===== src/hdl/pcs_pkg.sv =====
// constants for the port pin configuration subregisters
// assumes an 8-bit port address / port control register pair
package pcs_pkg;
   localparam int PCS_PINS = 8;
   // subregister indices held in the port address register
   localparam logic [7:0] PCS_IDX_ALT_ENABLE = 8'h02;
   localparam logic [7:0] PCS_IDX_OUT_CTRL = 8'h03;
   localparam logic [7:0] PCS_IDX_HIGH_DRIVE = 8'h04;
   localparam logic [7:0] PCS_IDX_WAKE_SRC = 8'h05;
   localparam logic [7:0] PCS_IDX_PULLUP = 8'h06;
   localparam logic [7:0] PCS_IDX_ALT_SEL_ONE = 8'h07;
   // reset values
   localparam logic [7:0] PCS_RST_ZERO = 8'h00;
   localparam logic [7:0] PCS_RST_PORT_ABC = 8'h00;
   localparam logic [7:0] PCS_RST_PORT_D = 8'h01;
   localparam logic [7:0] PCS_RST_PORT_A_SMALL = 8'h04;
   localparam logic [7:0] PCS_RST_ADDR = 8'h00;
   localparam logic [7:0] PCS_RD_UNMAPPED = 8'h00;
endpackage


===== src/hdl/pcs_wake_if.sv =====
// wake detection signals between the port top and its detector
// assumes pin levels are already synchronised to clk
`timescale 1ns/1ps
interface pcs_wake_if;
   logic [7:0] pin_level;
   logic [7:0] source_en;
   logic stop_mode;
   logic wake;
   modport det (
      input pin_level,
      input source_en,
      input stop_mode,
      output wake
   );
   modport top (
      output pin_level,
      output source_en,
      output stop_mode,
      input wake
   );
endinterface


===== src/hdl/pcs_wake_detect.sv =====
// edge detector for stop-mode recovery sources
// assumes synchronised pin levels and one clock with sync reset
`timescale 1ns/1ps
module pcs_wake_detect
   import pcs_pkg::*;
(
   // clock and reset
   input wire logic clk,
   input wire logic sys_rst,
   // link to top
   pcs_wake_if.det wk
);
   logic [7:0] prev_q;

   always_ff @(posedge clk) begin
      if (sys_rst) begin
         prev_q <= PCS_RST_ZERO;
      end else begin
         prev_q <= wk.pin_level;
      end
   end

   // any transition, either direction, on an enabled pin
   assign wk.wake = wk.stop_mode &
      (|((wk.pin_level ^ prev_q) & wk.source_en));
endmodule


===== src/hdl/pcs_port_cfg.sv =====
// pin configuration subregisters of one 8-pin port
// assumes a cpu strobing the address/control registers on clk
//
// Behaviour
// - index 04H reaches the high-drive subregister, cleared at reset.
// - high-drive bit selects strong drive, also under alternate function.
// - index 05H reaches the wake-source subregister, cleared at reset.
// - in stop mode a transition on an enabled pin requests wake, except in the first three edges after reset.
// - index 06H reaches the pull-up subregister; one enables pull-up.
// - pull-up reset is 00H ports A-C, 01H port D, 04H small A.
// - index 07H reaches alternate set-1 subregister, cleared at reset.
// - set-1 choice applies only where the alternate enable is set.
// - index 02H reaches alternate enable; zero leaves direction bit.
// - index 03H reaches output control; one forces open drain.
`timescale 1ns/1ps
module pcs_port_cfg
   import pcs_pkg::*;
#(
   parameter logic [7:0] PULLUP_RESET = PCS_RST_PORT_ABC,
   parameter logic [7:0] ALT_ENABLE_RESET = PCS_RST_PORT_ABC,
   parameter logic [7:0] OUT_CTRL_RESET = PCS_RST_PORT_ABC
)(
   // clock and reset
   input wire logic clk,
   input wire logic sys_rst,
   // cpu side: address and control registers
   input wire logic addr_wr,
   input wire logic addr_rd,
   input wire logic ctl_wr,
   input wire logic ctl_rd,
   input wire logic [7:0] cpu_wdata,
   output logic [7:0] cpu_rdata_q,
   // from the rest of the port
   input wire logic [7:0] pin_direction_bit,
   input wire logic [7:0] alt_output_en,
   input wire logic stop_mode,
   // raw pad levels, asynchronous
   input wire logic [7:0] pad_in,
   // to the pads
   output logic [7:0] pin_high_drive_q,
   output logic [7:0] pin_pullup_q,
   output logic [7:0] pin_source_en_q,
   output logic [7:0] pin_output_en_q,
   // to the alternate function mux
   output logic [7:0] pin_alt_active_q,
   output logic [7:0] pin_alt_select_one_q,
   // stop-mode recovery request, one-cycle pulse
   output logic wake_req_q
);
   logic [7:0] addr_q;
   logic [7:0] alt_func_enable_reg_q;
   logic [7:0] output_control_reg_q;
   logic [7:0] high_drive_enable_q;
   logic [7:0] stop_wake_source_enable_q;
   logic [7:0] pullup_enable_q;
   logic [7:0] alt_func_select_one_q;
   logic [7:0] sync1_q;
   logic [7:0] sync2_q;
   logic [7:0] rd_d;
   // wake arming and per-pin output enable
   logic [2:0] wake_arm_q;
   wire [7:0] pin_output_en_d;
   pcs_wake_if wk ();

   // control write uses the index held before any same-cycle address write
   always_ff @(posedge clk) begin
      if (sys_rst) begin
         addr_q <= PCS_RST_ADDR;
      end else if (addr_wr) begin
         addr_q <= cpu_wdata;
      end
   end

   always_ff @(posedge clk) begin
      if (sys_rst) begin
         alt_func_enable_reg_q <= ALT_ENABLE_RESET;
      end else if (ctl_wr && addr_q == PCS_IDX_ALT_ENABLE) begin
         alt_func_enable_reg_q <= cpu_wdata;
      end
   end

   always_ff @(posedge clk) begin
      if (sys_rst) begin
         output_control_reg_q <= OUT_CTRL_RESET;
      end else if (ctl_wr && addr_q == PCS_IDX_OUT_CTRL) begin
         output_control_reg_q <= cpu_wdata;
      end
   end

   always_ff @(posedge clk) begin
      if (sys_rst) begin
         high_drive_enable_q <= PCS_RST_ZERO;
      end else if (ctl_wr && addr_q == PCS_IDX_HIGH_DRIVE) begin
         high_drive_enable_q <= cpu_wdata;
      end
   end

   always_ff @(posedge clk) begin
      if (sys_rst) begin
         stop_wake_source_enable_q <= PCS_RST_ZERO;
      end else if (ctl_wr && addr_q == PCS_IDX_WAKE_SRC) begin
         stop_wake_source_enable_q <= cpu_wdata;
      end
   end

   always_ff @(posedge clk) begin
      if (sys_rst) begin
         pullup_enable_q <= PULLUP_RESET;
      end else if (ctl_wr && addr_q == PCS_IDX_PULLUP) begin
         pullup_enable_q <= cpu_wdata;
      end
   end

   always_ff @(posedge clk) begin
      if (sys_rst) begin
         alt_func_select_one_q <= PCS_RST_ZERO;
      end else if (ctl_wr && addr_q == PCS_IDX_ALT_SEL_ONE) begin
         alt_func_select_one_q <= cpu_wdata;
      end
   end

   // read mux; unmapped indices read as zero
   always_comb begin
      rd_d = PCS_RD_UNMAPPED;
      if (addr_rd) begin
         rd_d = addr_q;
      end else begin
         unique case (addr_q)
            PCS_IDX_ALT_ENABLE: rd_d = alt_func_enable_reg_q;
            PCS_IDX_OUT_CTRL: rd_d = output_control_reg_q;
            PCS_IDX_HIGH_DRIVE: rd_d = high_drive_enable_q;
            PCS_IDX_WAKE_SRC: rd_d = stop_wake_source_enable_q;
            PCS_IDX_PULLUP: rd_d = pullup_enable_q;
            PCS_IDX_ALT_SEL_ONE: rd_d = alt_func_select_one_q;
            default: rd_d = PCS_RD_UNMAPPED;
         endcase
      end
   end

   // read data held until the next read
   always_ff @(posedge clk) begin
      if (sys_rst) begin
         cpu_rdata_q <= PCS_RD_UNMAPPED;
      end else if (addr_rd || ctl_rd) begin
         cpu_rdata_q <= rd_d;
      end
   end

   // per pin: an enabled alternate function owns the driver,
   // otherwise the direction bit decides (1 = input, driver off)
   for (genvar p = 0; p < PCS_PINS; p++) begin : g_oe
      assign pin_output_en_d[p] = alt_func_enable_reg_q[p] ?
         alt_output_en[p] :
         ~pin_direction_bit[p];
   end

   // pin-side outputs: register state one edge after the write
   always_ff @(posedge clk) begin
      if (sys_rst) begin
         pin_high_drive_q <= PCS_RST_ZERO;
         pin_pullup_q <= PULLUP_RESET;
         pin_source_en_q <= ~OUT_CTRL_RESET;
         pin_output_en_q <= PCS_RST_ZERO;
         pin_alt_active_q <= ALT_ENABLE_RESET;
         pin_alt_select_one_q <= PCS_RST_ZERO;
      end else begin
         // drive strength is not gated by alternate enable
         pin_high_drive_q <= high_drive_enable_q;
         pin_pullup_q <= pullup_enable_q;
         pin_source_en_q <= ~output_control_reg_q;
         pin_alt_active_q <= alt_func_enable_reg_q;
         // open drain only cuts the source; enable still follows the mux
         pin_output_en_q <= pin_output_en_d;
         pin_alt_select_one_q <= alt_func_select_one_q &
            alt_func_enable_reg_q;
      end
   end

   // wake held off for three edges after reset: sync2 and the detector
   // history start at zero, so a high pad would look like an edge;
   // limitation: no wake source counts that early
   always_ff @(posedge clk) begin
      if (sys_rst) begin
         wake_arm_q <= 3'h0;
      end else begin
         wake_arm_q <= {wake_arm_q[1:0], 1'h1};
      end
   end

   // two-stage synchroniser; only sync2 is looked at
   always_ff @(posedge clk) begin
      if (sys_rst) begin
         sync1_q <= PCS_RST_ZERO;
         sync2_q <= PCS_RST_ZERO;
      end else begin
         sync1_q <= pad_in;
         sync2_q <= sync1_q;
      end
   end

   assign wk.pin_level = sync2_q;
   assign wk.source_en = stop_wake_source_enable_q;
   assign wk.stop_mode = stop_mode & wake_arm_q[2];

   // wake detection lives in its own module behind the interface

   pcs_wake_detect u_wake (
      .clk(clk),
      .sys_rst(sys_rst),
      .wk(wk.det)
   );

   // pin edge to pulse costs three clocks of latency
   always_ff @(posedge clk) begin
      if (sys_rst) begin
         wake_req_q <= 1'b0;
      end else begin
         wake_req_q <= wk.wake;
      end
   end
endmodule


===== config.mk =====
export PLATFORM = sky130hd
export DESIGN_NAME = pcs_port_cfg
export DESIGN_NICKNAME = d
export VERILOG_FILES = /design/src/hdl/pcs_pkg.sv /design/src/hdl/pcs_wake_if.sv /design/src/hdl/pcs_wake_detect.sv /design/src/hdl/pcs_port_cfg.sv
export SDC_FILE = /design/constraint.sdc
export NUM_CORES = 1
export LEC_CHECK = 0
export BUFFER_PORTS_ARGS = -buffer_cell sky130_fd_sc_hd__buf_2
export CAP_MARGIN = 0
export CORE_ASPECT_RATIO = 0.9
export CORE_MARGIN = 5
export CORE_UTILIZATION = 40
export DETAILED_ROUTE_END_ITERATION = 10
export PLACE_DENSITY = 0.72
export SYNTH_ARGS = -nofsm -noshare
export SYNTH_HDL_FRONTEND = slang
export SYNTH_SLANG_ARGS = --single-unit
export TNS_END_PERCENT = 30

===== constraint.sdc =====
create_clock -name clk -period 3.3 [get_ports clk]
set_input_delay 0.495 -clock clk [delete_from_list [all_inputs] [get_ports clk]]
set_output_delay 0.495 -clock clk [all_outputs]
set_load 0.01 [all_outputs]

* Word-level counts from Yosys, hierarchy flattened
Cells that the tools add are included.
** Word-level totals
- Register bits :: 140
- Bits of input ports :: 39
- Output and inout bits :: 57
- Logic and storage cells :: 59
** Operators by class
- Bitwise logic cells :: 14
- Eq/ne operators :: 6
- Reductions and logical operators :: 8
- Multiplexer cells :: 11
** Operator list (count)
- $pmux W8 S6 :: 1
- $eq A8 B3 Y1 const B :: 4
- $and A8 B8 Y8 :: 2
- $eq A8 B2 Y1 const B :: 2
- $mux W1 :: 9
- $mux W8 :: 1
- $not A1 Y1 :: 8
- $not A8 Y8 :: 1
- $reduce_or A8 Y1 :: 1
- $xor A8 B8 Y8 :: 1
- $logic_and A1 B1 Y1 :: 6
- $and A1 B1 Y1 :: 2
- $logic_or A1 B1 Y1 :: 1

* Depth between registers and ports, before layout
Gate-level depths: netlist of the first run.
- Word-level depth :: 4
- Gate-level depth with buffers :: 7
- Mapped depth without buffers :: 4

* Modules after synthesis
From an unflattened synthesis of the first run, not the netlist that was laid out.
** Unflattened totals
- Cell total of the unflattened synthesis :: 452
- Area total of the unflattened synthesis :: 4878.4 µm²
** By module, submodules not included
- pcs_port_cfg :: seq. area each 2642.5 µm², cells each 422, area an instance 4555.6 µm², instances 1
- pcs_wake_detect :: seq. area each 160.2 µm², cells each 30, area an instance 322.8 µm², instances 1

* Worst setup path after synthesis of the first run
OpenSTA, ideal clock, no wires.
- Path kind :: input -> register
- Start :: in ctl_rd
- End :: reg cpu_rdata_q[2]
- Setup time :: 0.079 ns
- Path slack :: 1.206 ns
- Required time :: 3.221 ns
- Stages on the path :: 5
- Arrival time :: 2.015 ns
- Cells stage by stage :: clkbuf_1 > nor4b_1 > o211ai_1 > or4b_2 > o211ai_1
** On the way
- Word-level cells in the longest chain between the ends :: 1
** Ends and longest elaborated chain
- from (decl) :: RTL line pcs_port_cfg.sv:30 : input wire logic ctl_rd,
- $logic_or A1 B1 Y1 :: RTL line pcs_port_cfg.sv:144 : end else if (addr_rd || ctl_rd) begin
- to (signal assigned) :: RTL line pcs_port_cfg.sv:145 : cpu_rdata_q <= rd_d;
- to (decl) :: RTL line pcs_port_cfg.sv:32 : output logic [7:0] cpu_rdata_q,
No other way between the ends.
A chain may end at the register's enable or synchronous reset.

* Worst setup path after layout of the first run
- Start :: reg addr_q[3]
- End :: reg output_control_reg_q[2]
** On the way
- Word-level cells in the longest chain between the ends :: 2
** Ends and longest elaborated chain
- from (decl) :: RTL line pcs_port_cfg.sv:50 : logic [7:0] addr_q;
- from (signal assigned) :: RTL line pcs_port_cfg.sv:70 : addr_q <= cpu_wdata;
- $eq A8 B2 Y1 :: RTL line pcs_port_cfg.sv:85 : end else if (ctl_wr && addr_q == PCS_IDX_OUT_CTRL) begin
- $logic_and A1 B1 Y1 :: RTL line pcs_port_cfg.sv:85
- to (signal assigned) :: RTL line pcs_port_cfg.sv:86 : output_control_reg_q <= cpu_wdata;
- to (decl) :: RTL line pcs_port_cfg.sv:52 : logic [7:0] output_control_reg_q;
No other way between the ends.

==> run_results.csv, run 1 <==
group,metric,value,unit
critical_path,worstSetupPathType,"reg -> reg",
cts,ctsHoldBuffers,0,
final_layout,finalNonFillerCells,746,
pwr,power.density_cell_area,613,nW/um^2
route,num_vias,3665,
global_routing,grt_max_degree,69,
critical_path,max_stage_delay,0.67,ns
critical_path,crit_buf_inv,0,
route,drtIter0Drc,309,
outcome,status,"finished clean",
critical_path,crit_family,"simple AND/OR/NAND/NOR gates",
timing,min_period,2.53,ns
final_layout,drive_gt1_share,25.6,%
synthesis,synth.area.top_cells,"dfxtp_1 57%, mux2i_1 13%, nor2b_1 3.8%",
synthesis,yosysTopAreaCellShare,56.6,%
global_routing,grt.total_usage,17.4,%
pwr,leakagePower,2.80,nW
critical_path,worstPathRequired,3.63,ns
timing,hold_viol,0,
synthesis,synth_common_cells,"140 x dfxtp_1, 63 x mux2i_1, 46 x nand2_1, 42 x nor2_1, 30 x nor2b_1",
timing,maxSlewHeadroom,48.2,%
timing,clock.fmax,395,MHz
timing,rsz0062_at_grt,"no",
timing,tightest_slew,0.773,ns
final_layout,layout.nets,612,
route,drc,0,
global_routing,grt_pass1_wl,19.5,mm
synthesis,ys.flop_type,"dfxtp_1",
final_layout,diodes,0,
synthesis,synth.distinct_cells,44,
synthesis,synth_area_leader_cell,"dfxtp_1",
timing,fin_setup_tns,0,ns
worst_hold_path,hp-class,"in -> reg",
cts,clk_path_buf_depth,2,
timing,skew,0.0110,ns
placed_design,place.gp.congestion,0.857,
final_layout,flow.area_growth_from_synthesis,24.6,%
die,die-width,127,um
cts,cts_buffers,17,
timing,slew_viol_final,0,
synthesis,netlist_area,4950,sq um
route,totalWireLength,12.3,mm
critical_path,cp-end-kind,"flip-flop",
synthesis,synth_most_common_cell,"dfxtp_1",
cts,cts_tree,"built",
global_routing,grt_antenna_before_repair,0,
route,via_per_inst,4.91,
pwr,ir_drop,325,uV
synthesis,yosys_warnings,0,
cts,post_cts_buffers,0,
timing,period_share,76.8,%
timing,setup_viol,0,
synthesis,async_flop_share,0,%
synthesis,syn_inst,479,
die,num_rows,38,
die,io_pins,96,
global_routing,grt_pass1_vias,3772,
cts,numClockSinks,140,
placed_design,dp_hpwl,8.68,mm
final_layout,fillCellCount,1139,
synthesis,synth_edf_count,0,
die,start_util,41.0,%
cts,root_buffer,"clkbuf_16",
critical_path,cp_cell_sequence,"or4_1 -> nor3_1 -> nand4_2 -> mux2i_1",
cts,cts_resized,0,
cts,clock_latency,0.42,ns
placed_design,dp.cells,714,
synthesis,ys_ff_latch,140,
run,cap_violations,0,
timing,whs,0.280,ns
route,detail_route.wl_per_cell,16.5,um
route,firstDrtPassIters,4,
critical_path,arrival,2.86,ns
cts,clkTransAtPathRegs,0.06,ns
die,die_h,116,um
global_routing,grt_remaining_overflow,0,
die,core_area,12100,sq um
synthesis,syn_avg_cell_area,10.3,sq um
route,drtAntennaViolNets,0,
placed_design,io_buffers,95,
synthesis,synth_nets,518,
critical_path,cp_slowest_cell,"or4_1",
critical_path,crit_fanout,8,
synthesis,yosysSeqAreaShare,56.6,%
die,dieArea,14700,sq um
cts,h-tree-depth,4,
critical_path,cp-start-kind,"flip-flop",
metal layers:
metal / vias to the layer above / track usage, % / share of wire [%]
li1: 1809 / - / -
met1: 1728 / 21.6 / 44
met2: 108 / 28.3 / 48
met3: 20 / 6.27 / 6.3
met4: 0 / 6.00 / 1.7
met5: - / 0 / 0
flip-flops by register name (all words and copies together), names as in the netlist:
name,count
addr_q,8
alt_func_enable_reg_q,8
alt_func_select_one_q,8
cpu_rdata_q,8
high_drive_enable_q,8
output_control_reg_q,8
pin_alt_active_q,8
pin_alt_select_one_q,8
pin_high_drive_q,8
pin_output_en_q,8
pin_pullup_q,8
pin_source_en_q,8
pullup_enable_q,8
stop_wake_source_enable_q,8
sync1_q,8
sync2_q,8
u_wake.prev_q,8
wake_arm_q,3
wake_req_q,1
cells in the final DEF (no fill, tap or decap), types with 2 or more instances in the layout:
cell type   instances
a221oi_1            4
o21ai_0             9
a22o_1              3
inv_1              26
buf_2              95
nand3_1             3
a41oi_1             3
and2_1              8
a22oi_1            10
clkbuf_16          17
clkinv_4            2
a21oi_1            16
dfxtp_1           140
buf_4               9
nor2_1             42
nand4_1             2
nor2b_1            30
mux2i_1            63
clkbuf_8            3
nor3b_1             7
clkinv_2            5
or3b_2              3
clkinvlp_4          2
nand2_1            46
mux2_2              4
bufinv_16           2
o211ai_1            2
xor2_1              8
logic make-up after synthesis:
kind of cell	after synthesis	synth area share, %
buffers and inverters	56	4.50
xor gates and xnor gates	8	1.42
muxes	68	14.1
DFF	140	56.6
AOI/OAI and AO/OA	52	6.98
and+or+nand+nor	155	16.4
final timing paths:
| check | startpoint | depth (start not counted) | end | slack, ns |
|---|---|---|---|---|
| setup reg to reg | addr_q[3] | 4 | output_control_reg_q[2] | 0.77 |
| setup / recovery | addr_q[3] | 4 | output_control_reg_q[2] | 0.77 |
| hold / removal | pad_in[4] | 2 | sync1_q[4] | 0.28 |
| hold reg to reg | output_control_reg_q[0] | 1 | pin_source_en_q[0] | 0.41 |
worst reg2reg max path, cell delays in order, from the launching register on:
cell and delay [ns]:
dfxtp_1 0.34, or4_1 0.67, nor3_1 0.52, nand4_2 0.57, mux2i_1 0.34
power by group:
part / switching, mW / internal, mW / total, mW
Clock: 0.691 / 1.17 / 1.86
Combinational: 0.110 / 0.0686 / 0.178
Sequential: 0.0211 / 1.72 / 1.75
Total: 0.822 / 2.96 / 3.78
final cells by class:
class                   count  area [sq um]  area share (%)
inverters                  27           101            1.64
clock buffers              21           470            7.63
flip-flops and latches    140          2800            45.4
repair buffers            104           543            8.81
well taps                 160           200            3.25
clock inverters            11           118            1.91
multi-input cells         283          1930            31.3
through the flow:
step	area (sq um)	util (%)	power, mW	setup WS [ns]
2_1_floorplan	4950	-	1.89	1.21
3_3_place_gp	5580	46.2	1.96	0.653
3_5_place_dp	5580	46.2	1.96	0.660
4_1_cts	6170	51.1	3.82	0.797
5_1_grt	6170	51.1	3.92	0.616
6_report	6170	51.1	3.78	0.767
(Power assumes the default switching activity.)
==> run 2: changes to the inputs <==
- PLACE_DENSITY: 0.72 -> 0.74
- clock period: 3.3 -> 2.05 ns (I/O delays scaled with it)
==> run_results.csv, run 2 (synthesis results as in run 1) <==
group,metric,value,unit
final_layout,fillCellCount,1111,
critical_path,worstSetupPathType,"reg -> reg",
timing,rsz0062_at_grt,"no",
die,core_area,12100,sq um
cts,cts_tree,"built",
final_layout,seq_area,2800,sq um
global_routing,grt_pass1_vias,3867,
cts,ctsHoldBuffers,0,
pwr,power.density_cell_area,962,nW/um^2
global_routing,grt_max_degree,50,
route,num_vias,3737,
pwr,total_power,6.08,mW
critical_path,worstPathRequired,2.39,ns
worst_hold_path,holdPathStages,2,
critical_path,r2r_setup_slack,0.12,ns
route,firstDrtPassIters,4,
timing,whs,0.0964,ns
cts,cts_buffers,17,
die,io_pins,96,
global_routing,grt.total_usage,17.4,%
final_layout,flow.area_growth_from_synthesis,27.6,%
pwr,clkPwrFrac,48.5,%
final_layout,layout.nets,630,
placed_design,dp_hpwl,8.82,mm
critical_path,worstRegToRegCells,5,
timing,setup_viol,0,
global_routing,grt_antenna_before_repair,0,
final_layout,diodes,0,
timing,fin_ws,0.116,ns
final_layout,drive_gt1_share,28.1,%
placed_design,place_area,5710,sq um
critical_path,reg2reg_from,"addr_q[3]",
critical_path,regToRegEndpoint,"pullup_enable_q[3]",
timing,period_share,94.4,%
final_layout,final_area,6320,sq um
cts,clock_latency,0.42,ns
final_layout,multi_input_area,1960,sq um
route,drc,0,
final_layout,most-common-layout-cells,"140 x dfxtp_1, 95 x buf_2, 63 x mux2i_1",
timing,skew,0.00708,ns
worst_hold_path,min_to,"sync1_q[1]",
pwr,leakagePower,2.87,nW
cts,root_buffer,"clkbuf_16",
die,num_rows,38,
route,drtIter0Drc,258,
placed_design,io_buffers,95,
cts,clkTransAtPathRegs,0.06,ns
pwr,seqPwrFrac,46.2,%
route,detail_route.wl_per_cell,16.0,um
pwr,combPwrFrac,5.3,%
critical_path,crit_fanout,4,
timing,maxSlewHeadroom,64.8,%
cts,clk_path_buf_depth,2,
global_routing,grt_pass1_wl,19.7,mm
final_layout,final_common_cell,"dfxtp_1",
cts,numClockSinks,140,
route,totalWireLength,12.2,mm
pwr,ir_drop,629,uV
cts,post_cts_buffers,0,
pwr,power.switching,1.37,mW
worst_hold_path,hp-class,"in -> reg",
outcome,status,"finished clean",
timing,min_period,1.93,ns
critical_path,cp-start-kind,"flip-flop",
cts,h-tree-depth,4,
timing,clock.fmax,517,MHz
timing,slew_viol_final,0,
pwr,p_int,4.70,mW
pwr,swShare,22.6,%
timing,hold_viol,0,
die,die-width,127,um
run,cap_violations,0,
worst_hold_path,min_from,"pad_in[1]",
route,drtAntennaViolNets,0,
global_routing,grt_remaining_overflow,0,
placed_design,dp_slack,-0.0551,ns
route,via_per_inst,4.89,
die,die_h,116,um
die,start_util,41.0,%
die,dieArea,14700,sq um
timing,tightest_slew,0.528,ns
critical_path,arrival,2.27,ns
critical_path,cp-end-kind,"flip-flop",
placed_design,place.gp.congestion,0.936,
## run 2: cell count changes in the layout (fill, tap and decap cells not counted), moves of 3 or more
cell        previous run  this run
buf_4                  9        26
clkinv_2               5         1
clkinvlp_4             2         6
clkbuf_8               3         0
## run 2: per-stage QoR
step           instances  TNS, ns  utilization [%]
2_1_floorplan        479        0                -
3_3_place_gp         732        0             47.3
3_5_place_dp         732   -0.293             47.3
4_1_cts              764        0             52.2
5_1_grt              764        0             52.3
6_report             764        0             52.3
## run 2: layout make-up
| class | count | share of cell area, % |
|---|---|---|
| inverters | 27 | 1.60 |
| well taps | 160 | 3.17 |
| clock inverters | 13 | 2.30 |
| clock buffers | 19 | 6.85 |
| multi-input cells | 283 | 30.9 |
| repair buffers | 122 | 10.8 |
| flip-flops and latches | 140 | 44.3 |
## run 2: critical path: stages, from the launching register on
cell,delay [ns]
dfxtp_1,0.33
or4_4,0.54
or3_4,0.41
nor3b_4,0.21
buf_6,0.16
mux2i_1,0.20
## run 2: worst max-delay path by stage
stage,slack (ns),depth (start not counted),endpoint,from
after global routing,0.01,6,stop_wake_source_enable_q[2],addr_q[3]
after detailed placement,-0.06,5,alt_func_enable_reg_q[1],addr_q[3]
after CTS,0.05,5,pullup_enable_q[3],addr_q[3]
after floorplan,0.08,6,pullup_enable_q[0],addr_q[3]
after global placement,0.04,5,alt_func_enable_reg_q[0],addr_q[3]
final,0.12,5,pullup_enable_q[3],addr_q[3]
## run 2: routing by layer
metal  track usage (%)  vias up  wire length (um)
met5                 0        -                 0
met2              28.8      121              5780
met4              5.50        0               121
met1              21.6     1763              5420
met3              5.94       12               911
li1                  -     1841                 -
## run 2: timing repair
action / 4_1_cts / 5_1_grt
pin swaps: 0 / 1
endpoints found under the setup margin: 9 / 5
gates resized for setup: 3 / 3
endpoints found under the hold margin: 0 / 0
## run 2: power by group through the flow
stage | logic (mW) | registers (mW) | clock network, mW
global route | 0.354 | 2.81 | 3.15
detailed placement | 0.316 | 2.87 | 0
finish | 0.323 | 2.81 | 2.95
CTS | 0.321 | 2.81 | 3.00
global placement | 0.312 | 2.87 | 0
floorplan | 0.178 | 2.86 | 0
==> run 3: changes to the inputs <==
- CTS_CLUSTER_SIZE: not set -> 30
- PLACE_DENSITY: 0.74 -> 0.72
- clock period: 2.05 -> 2.2 ns (I/O delays scaled with it)
==> run_results.csv, run 3 (synthesis results as in run 1) <==
group,metric,value,unit
timing,rsz0062_at_grt,"no",
die,core_area,12100,sq um
timing,fin_setup_tns,0,ns
critical_path,worstPathRequired,2.54,ns
timing,clock.fmax,500,MHz
die,num_rows,38,
pwr,clkPwrFrac,48.9,%
final_layout,drive_gt1_share,28.4,%
pwr,swShare,22.1,%
final_layout,layout.nets,631,
final_layout,multi_input_area,1950,sq um
route,drtAntennaViolNets,0,
cts,clkTransAtPathRegs,0.06,ns
placed_design,place_area,5720,sq um
route,num_vias,3709,
cts,root_buffer,"clkbuf_16",
final_layout,flow.area_growth_from_synthesis,27.8,%
cts,ctsHoldBuffers,0,
pwr,power.switching,1.26,mW
die,io_pins,96,
timing,slew_viol_final,0,
die,dieArea,14700,sq um
critical_path,arrival,2.34,ns
timing,period_share,90.8,%
route,totalWireLength,12.5,mm
placed_design,dp_slack,0.110,ns
final_layout,most-common-layout-cells,"140 x dfxtp_1, 95 x buf_2, 63 x mux2i_1",
critical_path,crit_family,"simple AND/OR/NAND/NOR gates",
final_layout,final_util,52.4,%
timing,maxSlewHeadroom,52.5,%
worst_hold_path,hp-class,"in -> reg",
timing,fin_ws,0.201,ns
die,die-width,127,um
critical_path,crit_buf_inv,1,
route,detail_route.wl_per_cell,16.4,um
critical_path,cp_slowest_cell,"or4_1",
cts,numClockSinks,140,
pwr,power.density_cell_area,902,nW/um^2
timing,min_period,2.00,ns
timing,setup_viol,0,
global_routing,grt.total_usage,17.4,%
route,firstDrtPassIters,4,
route,drtIter0Drc,206,
critical_path,cp_cell_sequence,"or4_1 -> or3_4 -> nor3b_2 -> buf_4 -> mux2i_1",
cts,clk_path_buf_depth,2,
final_layout,seq_area,2800,sq um
pwr,ir_drop,685,uV
pwr,p_int,4.45,mW
timing,hold_viol,0,
global_routing,grt_pass1_vias,3830,
outcome,status,"finished clean",
final_layout,diodes,0,
timing,tightest_slew,0.712,ns
critical_path,cp-start-kind,"flip-flop",
global_routing,grt_remaining_overflow,0,
run,cap_violations,0,
placed_design,io_buffers,95,
placed_design,dp_hpwl,8.93,mm
global_routing,grt_max_degree,69,
global_routing,grt_antenna_before_repair,0,
route,drc,0,
placed_design,place.gp.congestion,0.903,
final_layout,final_area,6330,sq um
critical_path,worstSetupPathType,"reg -> reg",
global_routing,grt_pass1_wl,19.7,mm
final_layout,final_common_cell,"dfxtp_1",
critical_path,max_stage_delay,0.56,ns
timing,skew,0.0108,ns
pwr,combPwrFrac,5.2,%
route,via_per_inst,4.85,
die,start_util,41.0,%
cts,h-tree-depth,4,
pwr,total_power,5.71,mW
critical_path,cp-end-kind,"flip-flop",
critical_path,crit_fanout,5,
cts,clock_latency,0.41,ns
cts,cts_tree,"built",
pwr,leakagePower,2.89,nW
cts,cts_buffers,17,
cts,cts_resized,0,
final_layout,fillCellCount,1113,
pwr,seqPwrFrac,45.9,%
cts,post_cts_buffers,0,
die,die_h,116,um
run 3: changes by cell type in the layout (fill, tap and decap cells not counted), moves of 2 or more:
cell	previous run	this run
clkinv_4	3	0
clkinv_2	1	3
buf_4	26	28
clkbuf_1	2	0
clkinvlp_4	6	4
clkbuf_8	0	6
run 3: area by class of cell:
cell class,count,area share (%)
multi-input cells,283,30.7
clock inverters,9,1.32
clock buffers,23,8.03
flip-flops and latches,140,44.3
repair buffers,123,10.8
well taps,160,3.16
inverters,27,1.60
run 3: worst paths after layout:
kind | startpoint | to | slack (ns) | depth (start not counted)
setup reg to reg | addr_q[3] | pullup_enable_q[3] | 0.20 | 5
setup / recovery | addr_q[3] | pullup_enable_q[3] | 0.20 | 5
hold / removal | pad_in[6] | sync1_q[6] | 0.12 | 2
hold reg to reg | output_control_reg_q[0] | pin_source_en_q[0] | 0.41 | 1
run 3: metrics by stage:
| step | cells | hold WS (ns) |
|---|---|---|
| 2_1_floorplan | 479 | 0.375 |
| 3_3_place_gp | 733 | 0.395 |
| 3_5_place_dp | 733 | 0.399 |
| 4_1_cts | 765 | 0.109 |
| 5_1_grt | 765 | 0.124 |
| 6_report | 765 | 0.125 |
run 3: power groups by stage:
| stage | clock, mW | combinational [mW] | sequential, mW |
|---|---|---|---|
| 2_1_floorplan | 0 | 0.166 | 2.67 |
| 6_report | 2.79 | 0.297 | 2.62 |
| 4_1_cts | 2.83 | 0.297 | 2.62 |
| 5_1_grt | 2.95 | 0.326 | 2.63 |
| 3_3_place_gp | 0 | 0.290 | 2.67 |
| 3_5_place_dp | 0 | 0.295 | 2.68 |
run 3: worst reg2reg max path, stage by stage (launching register included):
cell	delay [ns]
dfxtp_1	0.34
or4_1	0.56
or3_4	0.42
nor3b_2	0.22
buf_4	0.20
mux2i_1	0.19
run 3: routing by layer:
layer,wire length (um),up-vias,part of all wire (%),GRT usage (%)
met5,0,-,0,0
met4,112,0,0.89,6.58
met3,836,9,6.7,4.98
met2,6040,121,48,29.6
met1,5540,1739,44,21.1
li1,-,1840,-,-
